[config.mk]
export PLATFORM = sky130hd
export DESIGN_NAME = dmr_register_map
export DESIGN_NICKNAME = d
export VERILOG_FILES = /design/src/dmr_pkg.sv /design/src/dmr_register_map.sv
export VERILOG_INCLUDE_DIRS = /design/src
export SDC_FILE = /design/constraint.sdc
export NUM_CORES = 1
export LEC_CHECK = 0
export ABC_AREA = 1
export BUFFER_PORTS_ARGS = -buffer_cell sky130_fd_sc_hd__buf_2
export CORE_AREA = 2 2 179 181
export CTS_CLUSTER_DIAMETER = 40
export DETAILED_ROUTE_END_ITERATION = 10
export DIE_AREA = 0 0 181 183
export GPL_TIMING_DRIVEN = 0
export HOLD_SLACK_MARGIN = 0.1
export PLACE_DENSITY_LB_ADDON = 0.12
export SLEW_MARGIN = 0
export SYNTH_ARGS = -nofsm -noshare
export SYNTH_HDL_FRONTEND = slang
export SYNTH_SLANG_ARGS = --single-unit
[constraint.sdc]
create_clock -name mclk -period 5.7 [get_ports mclk]
set_input_delay 0.855 -clock mclk [delete_from_list [all_inputs] [get_ports mclk]]
set_output_delay 0.855 -clock mclk [all_outputs]
set_load 0.03 [all_outputs]
[src/dmr_defs.svh]
// dmr_defs.svh: offsets, field positions, codes and limits of the drive monitor register bank
// assumes: included by dmr_register_map.sv by bare name
`ifndef DMR_DEFS_SVH
`define DMR_DEFS_SVH

// register offsets
`define DMR_A_AO2        16'h200E
`define DMR_A_STATE      16'h2100
`define DMR_A_FLAGS      16'h2101
`define DMR_A_FAULT      16'h2102
`define DMR_A_FREQ_ACT   16'h3000
`define DMR_A_FREQ_SET   16'h3001
`define DMR_A_VBUS       16'h3002
`define DMR_A_VOUT       16'h3003
`define DMR_A_IOUT       16'h3004
`define DMR_A_SPEED      16'h3005
`define DMR_A_POWER      16'h3006
`define DMR_A_TORQUE     16'h3007
`define DMR_A_LOOP_REF   16'h3008
`define DMR_A_LOOP_FB    16'h3009
`define DMR_A_IN_MASK    16'h300A
`define DMR_A_OUT_MASK   16'h300B
`define DMR_A_AIN1       16'h300C
`define DMR_A_AIN2       16'h300D
`define DMR_A_AIN3       16'h300E
`define DMR_A_AIN4       16'h300F
`define DMR_A_PULSE1     16'h3010
`define DMR_A_PULSE2     16'h3011
`define DMR_A_STEP       16'h3012
`define DMR_A_LENGTH     16'h3013
`define DMR_A_COUNT      16'h3014
`define DMR_A_TQ_REF     16'h3015
`define DMR_A_IDENT      16'h3016
`define DMR_A_FAULT_REC  16'h5000

// second status word field positions
`define DMR_F_READY      0
`define DMR_F_MOTOR      1
`define DMR_F_SYNC       3
`define DMR_F_OVL        4
`define DMR_F_SRC        5
`define DMR_F_TORQUE     8
`define DMR_F_POS        9
`define DMR_F_METHOD     10

// function and exception codes
`define DMR_FC_READ      8'h03
`define DMR_FC_WRITE     8'h06
`define DMR_FC_EXC       8'h80
`define DMR_EC_FUNC      8'h01
`define DMR_EC_ADDR      8'h02
`define DMR_EC_VALUE     8'h04
`define DMR_EC_RO        8'h07

// scaling, limits and reset values
`define DMR_AO_FS        1000
`define DMR_SCALE_1DP    10
`define DMR_VBUS_MAX     16'h4E20
`define DMR_STEP_MAX     16'h000F
`define DMR_AO2_RST      16'h0000
`define DMR_IDENT_RST    16'h0A5A

`endif

[src/dmr_pkg.sv]
// dmr_pkg.sv: types shared by the drive monitor register bank
// assumes: enum codes are written out here, not taken from dmr_defs.svh
`default_nettype none
package dmr_pkg;
	// drive run state reported in the first status word
	typedef enum logic [2:0] {
		DMR_RUN_FWD   = 3'h1,
		DMR_RUN_REV   = 3'h2,
		DMR_STOPPED   = 3'h3,
		DMR_FAULTY    = 3'h4,
		DMR_POWER_OFF = 3'h5,
		DMR_PRE_EXC   = 3'h6
	} dmr_run_state_t;

	// command source field of the second status word
	typedef enum logic [1:0] {
		DMR_SRC_KEYPAD   = 2'h0,
		DMR_SRC_TERMINAL = 2'h1,
		DMR_SRC_COMM     = 2'h2
	} dmr_cmd_src_t;
endpackage
`default_nettype wire

[src/dmr_register_map.sv]
// dmr_register_map.sv: register bank behind the drive's fieldbus slave
// assumes: a frame decoder on mclk presents one register request per req_valid pulse,
// drive core values arrive on mclk, input terminals arrive straight from pins
`include "dmr_defs.svh"
`timescale 1ns/100ps
`default_nettype none

module dmr_register_map #(
	parameter int          AO_FULL_SCALE = `DMR_AO_FS,
	parameter int          AO_SCALE      = `DMR_SCALE_1DP,
	// identity value is arbitrary
	parameter logic [15:0] IDENT_CODE    = `DMR_IDENT_RST
) (
	// clock and reset
	input  wire logic                    mclk,
	input  wire logic                    reset,
	// register request from frame decoder
	input  wire logic                    req_valid,
	input  wire logic [7:0]              req_func,
	input  wire logic [15:0]             req_addr,
	input  wire logic [15:0]             req_wdata,
	// register response to frame encoder
	output logic                         rsp_valid_ff,
	output logic [7:0]                   rsp_func_ff,
	output logic [15:0]                  rsp_data_ff,
	output logic                         rsp_exc_ff,
	output logic [7:0]                   rsp_code_ff,
	// drive state
	input  wire dmr_pkg::dmr_run_state_t run_state,
	input  wire logic                    drive_ready,
	input  wire logic [1:0]              motor_select,
	input  wire logic                    sync_machine,
	input  wire logic                    overload_alarm,
	input  wire dmr_pkg::dmr_cmd_src_t   cmd_source,
	input  wire logic                    torque_mode,
	input  wire logic                    position_mode,
	input  wire logic [1:0]              control_method,
	input  wire logic [15:0]             fault_number,
	input  wire logic [15:0]             fault_history,
	// monitored values, scaled integers
	input  wire logic [15:0]             freq_actual,
	input  wire logic [15:0]             freq_target,
	input  wire logic [15:0]             dc_link_volts,
	input  wire logic [15:0]             motor_volts,
	input  wire logic [15:0]             motor_amps,
	input  wire logic [15:0]             shaft_rpm,
	input  wire logic signed [15:0]      power_pct,
	input  wire logic signed [15:0]      torque_pct,
	input  wire logic signed [15:0]      loop_ref_pct,
	input  wire logic signed [15:0]      loop_meas_pct,
	input  wire logic [15:0]             ain_one,
	input  wire logic [15:0]             ain_two,
	input  wire logic signed [15:0]      ain_three,
	input  wire logic signed [15:0]      ain_four,
	input  wire logic [15:0]             pulse_a_rate,
	input  wire logic [15:0]             pulse_b_rate,
	input  wire logic [3:0]              speed_step,
	input  wire logic [15:0]             length_count,
	input  wire logic [15:0]             event_count,
	input  wire logic signed [15:0]      torque_ref_pct,
	// terminals
	input  wire logic [5:0]              input_terminal_pins,
	input  wire logic [3:0]              output_terminal_state,
	// analog output source selection
	input  wire logic                    ao_two_src_comm,
	// analog output two, stored setpoint and applied setting
	output logic signed [15:0]           ao_two_setpoint_ff,
	output logic signed [7:0]            ao_two_pct_ff
);

	generate
		if (AO_FULL_SCALE <= 0 || AO_FULL_SCALE > 32767) begin : g_bad_fs
			$error("dmr_register_map: analog output full scale out of range");
		end
		if (AO_SCALE <= 0) begin : g_bad_scale
			$error("dmr_register_map: analog output scale must be positive");
		end else if (AO_FULL_SCALE / AO_SCALE > 127) begin : g_bad_pct
			$error("dmr_register_map: applied output exceeds eight bits");
		end
	endgenerate

	localparam logic signed [15:0] AO_MAX = 16'(AO_FULL_SCALE);
	localparam logic signed [15:0] AO_MIN = -16'(AO_FULL_SCALE);
	localparam logic signed [15:0] AO_DIV = 16'(AO_SCALE);

	// terminal pin synchronisers
	logic [5:0]  term_s1_ff;
	logic [5:0]  term_s2_ff;
	logic [5:0]  term_s3_ff;
	logic [5:0]  term_state_ff;

	// decode results
	logic [15:0] flags_word;
	logic [15:0] vbus_clamped;
	logic [15:0] step_clamped;
	logic [15:0] rd_data;
	logic        rd_hit;
	logic        wr_ok;
	logic        wr_range_ok;
	logic        is_read;
	logic        is_write;
	logic [7:0]  nxt_code;
	logic        nxt_exc;
	logic [15:0] nxt_data;
	logic signed [15:0] nxt_ao_setpoint;
	logic signed [7:0]  nxt_ao_pct;

	// three-stage sync, change taken once stages two and three agree
	genvar gi;
	generate
		for (gi = 0; gi < 6; gi++) begin : g_term
			always_ff @(posedge mclk) begin
				if (reset) begin
					term_s1_ff[gi]    <= 1'b0;
					term_s2_ff[gi]    <= 1'b0;
					term_s3_ff[gi]    <= 1'b0;
					term_state_ff[gi] <= 1'b0;
				end else begin
					term_s1_ff[gi] <= input_terminal_pins[gi];
					term_s2_ff[gi] <= term_s1_ff[gi];
					term_s3_ff[gi] <= term_s2_ff[gi];
					if (term_s2_ff[gi] == term_s3_ff[gi]) begin
						term_state_ff[gi] <= term_s3_ff[gi];
					end
				end
			end
		end
	endgenerate

	// second status word assembly
	always_comb begin
		flags_word = 16'h0000;
		flags_word[`DMR_F_READY] = drive_ready;
		flags_word[`DMR_F_MOTOR +: 2] = motor_select;
		flags_word[`DMR_F_SYNC] = sync_machine;
		flags_word[`DMR_F_OVL] = overload_alarm;
		flags_word[`DMR_F_SRC +: 2] = cmd_source;
		flags_word[`DMR_F_TORQUE] = torque_mode;
		flags_word[`DMR_F_POS] = position_mode;
		flags_word[`DMR_F_METHOD +: 2] = control_method;
	end

	always_comb begin
		if (dc_link_volts > `DMR_VBUS_MAX) begin
			vbus_clamped = `DMR_VBUS_MAX;
		end else begin
			vbus_clamped = dc_link_volts;
		end
	end

	always_comb begin
		step_clamped = {12'h000, speed_step};
		if (step_clamped > `DMR_STEP_MAX) begin
			step_clamped = `DMR_STEP_MAX;
		end
	end

	// read decode
	always_comb begin
		rd_hit  = 1'b1;
		rd_data = 16'h0000;
		case (req_addr)
			`DMR_A_AO2:       rd_data = ao_two_setpoint_ff;
			`DMR_A_STATE:     rd_data = {13'h0000, run_state};
			`DMR_A_FLAGS:     rd_data = flags_word;
			`DMR_A_FAULT:     rd_data = fault_number;
			`DMR_A_FREQ_ACT:  rd_data = freq_actual;
			`DMR_A_FREQ_SET:  rd_data = freq_target;
			`DMR_A_VBUS:      rd_data = vbus_clamped;
			`DMR_A_VOUT:      rd_data = motor_volts;
			`DMR_A_IOUT:      rd_data = motor_amps;
			`DMR_A_SPEED:     rd_data = shaft_rpm;
			`DMR_A_POWER:     rd_data = power_pct;
			`DMR_A_TORQUE:    rd_data = torque_pct;
			`DMR_A_LOOP_REF:  rd_data = loop_ref_pct;
			`DMR_A_LOOP_FB:   rd_data = loop_meas_pct;
			`DMR_A_IN_MASK:   rd_data = {10'h000, term_state_ff};
			`DMR_A_OUT_MASK:  rd_data = {12'h000, output_terminal_state};
			`DMR_A_AIN1:      rd_data = ain_one;
			`DMR_A_AIN2:      rd_data = ain_two;
			`DMR_A_AIN3:      rd_data = ain_three;
			`DMR_A_AIN4:      rd_data = ain_four;
			`DMR_A_PULSE1:    rd_data = pulse_a_rate;
			`DMR_A_PULSE2:    rd_data = pulse_b_rate;
			`DMR_A_STEP:      rd_data = step_clamped;
			`DMR_A_LENGTH:    rd_data = length_count;
			`DMR_A_COUNT:     rd_data = event_count;
			`DMR_A_TQ_REF:    rd_data = torque_ref_pct;
			`DMR_A_IDENT:     rd_data = IDENT_CODE;
			`DMR_A_FAULT_REC: rd_data = fault_history;
			default: begin
				rd_hit = 1'b0;
			end
		endcase
	end

	// write decode
	always_comb begin
		wr_ok       = (req_addr == `DMR_A_AO2);
		wr_range_ok = ($signed(req_wdata) <= AO_MAX) && ($signed(req_wdata) >= AO_MIN);
	end

	always_comb begin
		is_read  = (req_func == `DMR_FC_READ);
		is_write = (req_func == `DMR_FC_WRITE);
	end

	// response selection
	always_comb begin
		nxt_exc  = 1'b0;
		nxt_code = 8'h00;
		nxt_data = 16'h0000;
		if (is_read) begin
			if (rd_hit) begin
				nxt_data = rd_data;
			end else begin
				nxt_exc  = 1'b1;
				nxt_code = `DMR_EC_ADDR;
			end
		end else if (is_write) begin
			if (wr_ok && wr_range_ok) begin
				// single-register write echoes the data
				nxt_data = req_wdata;
			end else if (wr_ok) begin
				nxt_exc  = 1'b1;
				nxt_code = `DMR_EC_VALUE;
			end else if (rd_hit) begin
				nxt_exc  = 1'b1;
				nxt_code = `DMR_EC_RO;
			end else begin
				nxt_exc  = 1'b1;
				nxt_code = `DMR_EC_ADDR;
			end
		end else begin
			nxt_exc  = 1'b1;
			nxt_code = `DMR_EC_FUNC;
		end
	end

	// response valid, one cycle per request
	always_ff @(posedge mclk) begin
		if (reset) begin
			rsp_valid_ff <= 1'b0;
		end else begin
			rsp_valid_ff <= req_valid;
		end
	end

	// echoed function code, top bit marks an exception
	always_ff @(posedge mclk) begin
		if (reset) begin
			rsp_func_ff <= 8'h00;
		end else if (req_valid) begin
			rsp_func_ff <= nxt_exc ? (req_func | `DMR_FC_EXC) : req_func;
		end
	end

	// response data, held until the next answer
	always_ff @(posedge mclk) begin
		if (reset) begin
			rsp_data_ff <= 16'h0000;
		end else if (req_valid) begin
			rsp_data_ff <= nxt_data;
		end
	end

	// exception flag and code
	always_ff @(posedge mclk) begin
		if (reset) begin
			rsp_exc_ff  <= 1'b0;
			rsp_code_ff <= 8'h00;
		end else if (req_valid) begin
			rsp_exc_ff  <= nxt_exc;
			rsp_code_ff <= nxt_code;
		end
	end

	always_comb begin
		if (req_valid && is_write && wr_ok && wr_range_ok) begin
			nxt_ao_setpoint = req_wdata;
		end else begin
			nxt_ao_setpoint = ao_two_setpoint_ff;
		end
	end

	// stored setpoint register
	always_ff @(posedge mclk) begin
		if (reset) begin
			ao_two_setpoint_ff <= `DMR_AO2_RST;
		end else begin
			ao_two_setpoint_ff <= nxt_ao_setpoint;
		end
	end

	// applied only under comm source, scaled down
	always_comb begin
		if (ao_two_src_comm) begin
			nxt_ao_pct = 8'(ao_two_setpoint_ff / AO_DIV);
		end else begin
			nxt_ao_pct = 8'h00;
		end
	end

	// applied setting register
	always_ff @(posedge mclk) begin
		if (reset) begin
			ao_two_pct_ff <= 8'h00;
		end else begin
			ao_two_pct_ff <= nxt_ao_pct;
		end
	end

endmodule
`default_nettype wire

==> results.tsv <==
metric	value	unit
finClkSkew	0.0127	ns
netlist.area_leader.share	0.216	
finalWirelength	52.1	mm
grt.total_usage	0.302	
grt_pass1_vias	10700	
syn_area	0.00714	mm²
intPower	1.07	mW
route.detailed.wl_per_inst	25.0	µm
ir_drop	0.000133	V
tightestPinTransition	1.62	ns
drive_gt1_frac	0.428	
r2r_cells	59	
numCtsBuffers	9	
r2r_setup_slack	-0.04	ns
fin_util	0.361	
clock_sinks	77	
whs	0.403	ns
netlist_instances	1150	
first_pass_iters	8	
min_to	term_s2_ff[3]$_SDFF_PP0_	
worst-setup-path-type	register to register	
maxCapViolations	1	
synth_edf_count	0	
grt-ovfl-total	0	
drt_iter0_drc	863	
ys_top_cells_by_area	dfxtp_1, nand2_1, inv_1	
die_w	181	µm
clock.fmax	0.174	GHz
timing_max_transition_violations_final	9	
hpwl	43.6	mm
area_growth	57.9	%
synth_area_per_cell	6.21	µm²
path_max_fanout	5	
critPathCaptureType	register	
finalSetupViolCount	2	
yosysMostFrequentCell	nand2_1	
antenna_found_initial	21	
grt_pass1_wl	71.8	mm
clock_power_share	0.435	
relSlewSlack	-0.0870	
worstPathRequired	5.98	ns
clk_latency	0.35	ns
fin_cells	2084	
viasPerCell	5.25	
leakagePower	5.76	nW
power.switching	392	µW
crit_family	simple AND/OR/NAND/NOR gates	
synth_top_area_cell	dfxtp_1	
drcViolationCount	0	
cts_max_level	3	
holdPathStages	2	
cts_tree	yes	
comb_power_share	0.182	
cellPowerDensity	129	mW/mm²
fin_nets	2077	
synth-seq-cells	77	
num_rows	65	
globalplace.congestion	0.983	
start_util	0.229	
synth_cell_types	47	
via_count	11000	
io_pins	466	
clockBufferDepth	2	
rr_endpoint	ao_two_pct_ff[4]$_SDFF_PP0_	
violations	max-capacitance violations, max-slew violations, negative setup slack	
status	finished with violations	
dieArea	0.0331	mm²
final.min_clock_period	5.74	ns
pwr-share-seq	0.382	
post-place-cells	2016	
synthTopCellsByCount	nand2_1, inv_1, nor2_1	
r2r-start	ao_two_setpoint_ff[0]$_SDFFE_PP0P_	
layout_setup_ws	-0.0374	ns
ys_seq_area_frac	0.216	
path_buf_inv	8	
p_sw_frac	0.269	
slowest_stage	dfxtp_4	
io_buffers	460	
hold_start	term_s1_ff[3]$_SDFF_PP0_	
holdCritPathClass	register to register	
start_kind	register	
path_common_cell	nand2_4	
hold_viol_final	0	
coreArea	0.0312	mm²
dieHeight	183	µm
max_stage_delay	0.35	ns
ctsRootBufferMaster	clkbuf_16	
ant_nets	0	
yosys_warnings	0	
grt_max_degree	13	
synthFlopType	dfxtp_1	
ys_async_sr_fraction	0	
cts.clk_slew.worst_paths	0.06	ns
cp.arrival	6.02	ns
rsz0062_at_grt	true	
fin_crit_sh	1.01	
## state kept, by name, summed over array words and instances, names as in the netlist
register	flops
rsp_valid_ff	1
term_state_ff	6
rsp_exc_ff	1
ao_two_pct_ff	8
term_s2_ff	6
term_s1_ff	6
rsp_func_ff	8
ao_two_setpoint_ff	16
term_s3_ff	6
rsp_data_ff	16
rsp_code_ff	3
## timing repair
item,CTS,global route
pin swaps,25,60
gates resized for setup,69,114
setup endpoints to repair,17,24
cloned,0,0
hold buffers,0,0
setup buffers,23,19
## metal layers
metal | track usage | vias to the layer above | part of all wire
li1 | - | 5050 | -
met1 | 0.369 | 5204 | 0.41
met2 | 0.477 | 587 | 0.44
met3 | 0.126 | 106 | 0.12
met4 | 0.108 | 4 | 0.034
met5 | 0 | - | 0.00044
## final cells by class
class,instances,area (µm²)
antenna,12,30.0
buffer,46,196
clock buffer,10,239
clock inverter,4,73.8
fill,3573,20000
inverter,169,667
multi-input combinational,862,5360
sequential,77,1570
tap,402,503
timing repair buffer,502,2640
## cell usage in the layout, fill, tap and decap left out, types with 15 or more instances in the layout
master / count
nand2_4: 30
nand4_1: 33
nor2_1: 88
buf_4: 45
clkbuf_1: 39
or4_1: 15
nand2_2: 50
nand3_2: 18
dfxtp_1: 65
a32o_1: 22
o41ai_1: 16
inv_2: 20
a21oi_1: 50
a221oi_1: 21
a22o_1: 54
inv_1: 131
nand3_1: 56
o21ai_0: 75
nand2_1: 205
buf_2: 461
## worst reg2reg max path: cells and delay by family, from the launching register on
| kind | cells | cell delay, ns |
|---|---|---|
| muxes | 1 | 0.25 |
| buffers and inverters | 8 | 0.54 |
| and+or+nand+nor | 45 | 3.86 |
| xor gates and xnor gates | 1 | 0.18 |
| DFF | 1 | 0.35 |
| adders and majority gates | 2 | 0.31 |
| AOI/OAI and AO/OA | 2 | 0.18 |
## kinds of logic after synthesis
logic type,Yosys count,share of synthesized area
AO/OA/AOI/OAI,292,0.287
XOR/XNOR,9,0.0131
adder cells (fa/ha/maj),2,0.00350
buffers and inverters,215,0.117
flip-flops,77,0.216
multiplexers,1,0.00140
other,1,0.000525
AND/OR/NAND/NOR,553,0.362
## through the flow
step	worst slack (ns)	TNS (ns)	area, µm²	total power, mW
finish	-0.0374	-0.0684	11300	1.46
global placement	-0.633	-9.47	9960	0.833
floorplan	0.237	0	7160	0.645
CTS	-0.00315	-0.00315	10700	1.48
detailed placement	-0.662	-9.32	9960	0.834
global route	-0.473	-2.91	11300	1.52
## power by group through the flow
stage	Clock [mW]	Combinational, mW	Sequential, mW
2_1_floorplan	0	0.0523	0.593
3_3_place_gp	0	0.261	0.573
3_5_place_dp	0	0.262	0.573
4_1_cts	0.653	0.263	0.559
5_1_grt	0.670	0.288	0.559
6_report	0.635	0.266	0.558
## worst max-delay path by stage
stage,from,cells past startpoint,to,slack [ns]
2_1_floorplan,ao_two_setpoint_ff[0]$_SDFFE_PP0P_,62,ao_two_pct_ff[4]$_SDFF_PP0_,0.24
5_1_grt,ao_two_setpoint_ff[3]$_SDFFE_PP0P_,65,ao_two_pct_ff[6]$_SDFF_PP0_,-0.47
4_1_cts,ao_two_setpoint_ff[1]$_SDFFE_PP0P_,60,ao_two_pct_ff[4]$_SDFF_PP0_,-0.003
3_5_place_dp,ao_two_setpoint_ff[1]$_SDFFE_PP0P_,61,ao_two_pct_ff[4]$_SDFF_PP0_,-0.66
6_report,ao_two_setpoint_ff[0]$_SDFFE_PP0P_,59,ao_two_pct_ff[4]$_SDFF_PP0_,-0.04
3_3_place_gp,ao_two_setpoint_ff[1]$_SDFFE_PP0P_,61,ao_two_pct_ff[6]$_SDFF_PP0_,-0.63
Power figures use the tool's default switching activity.
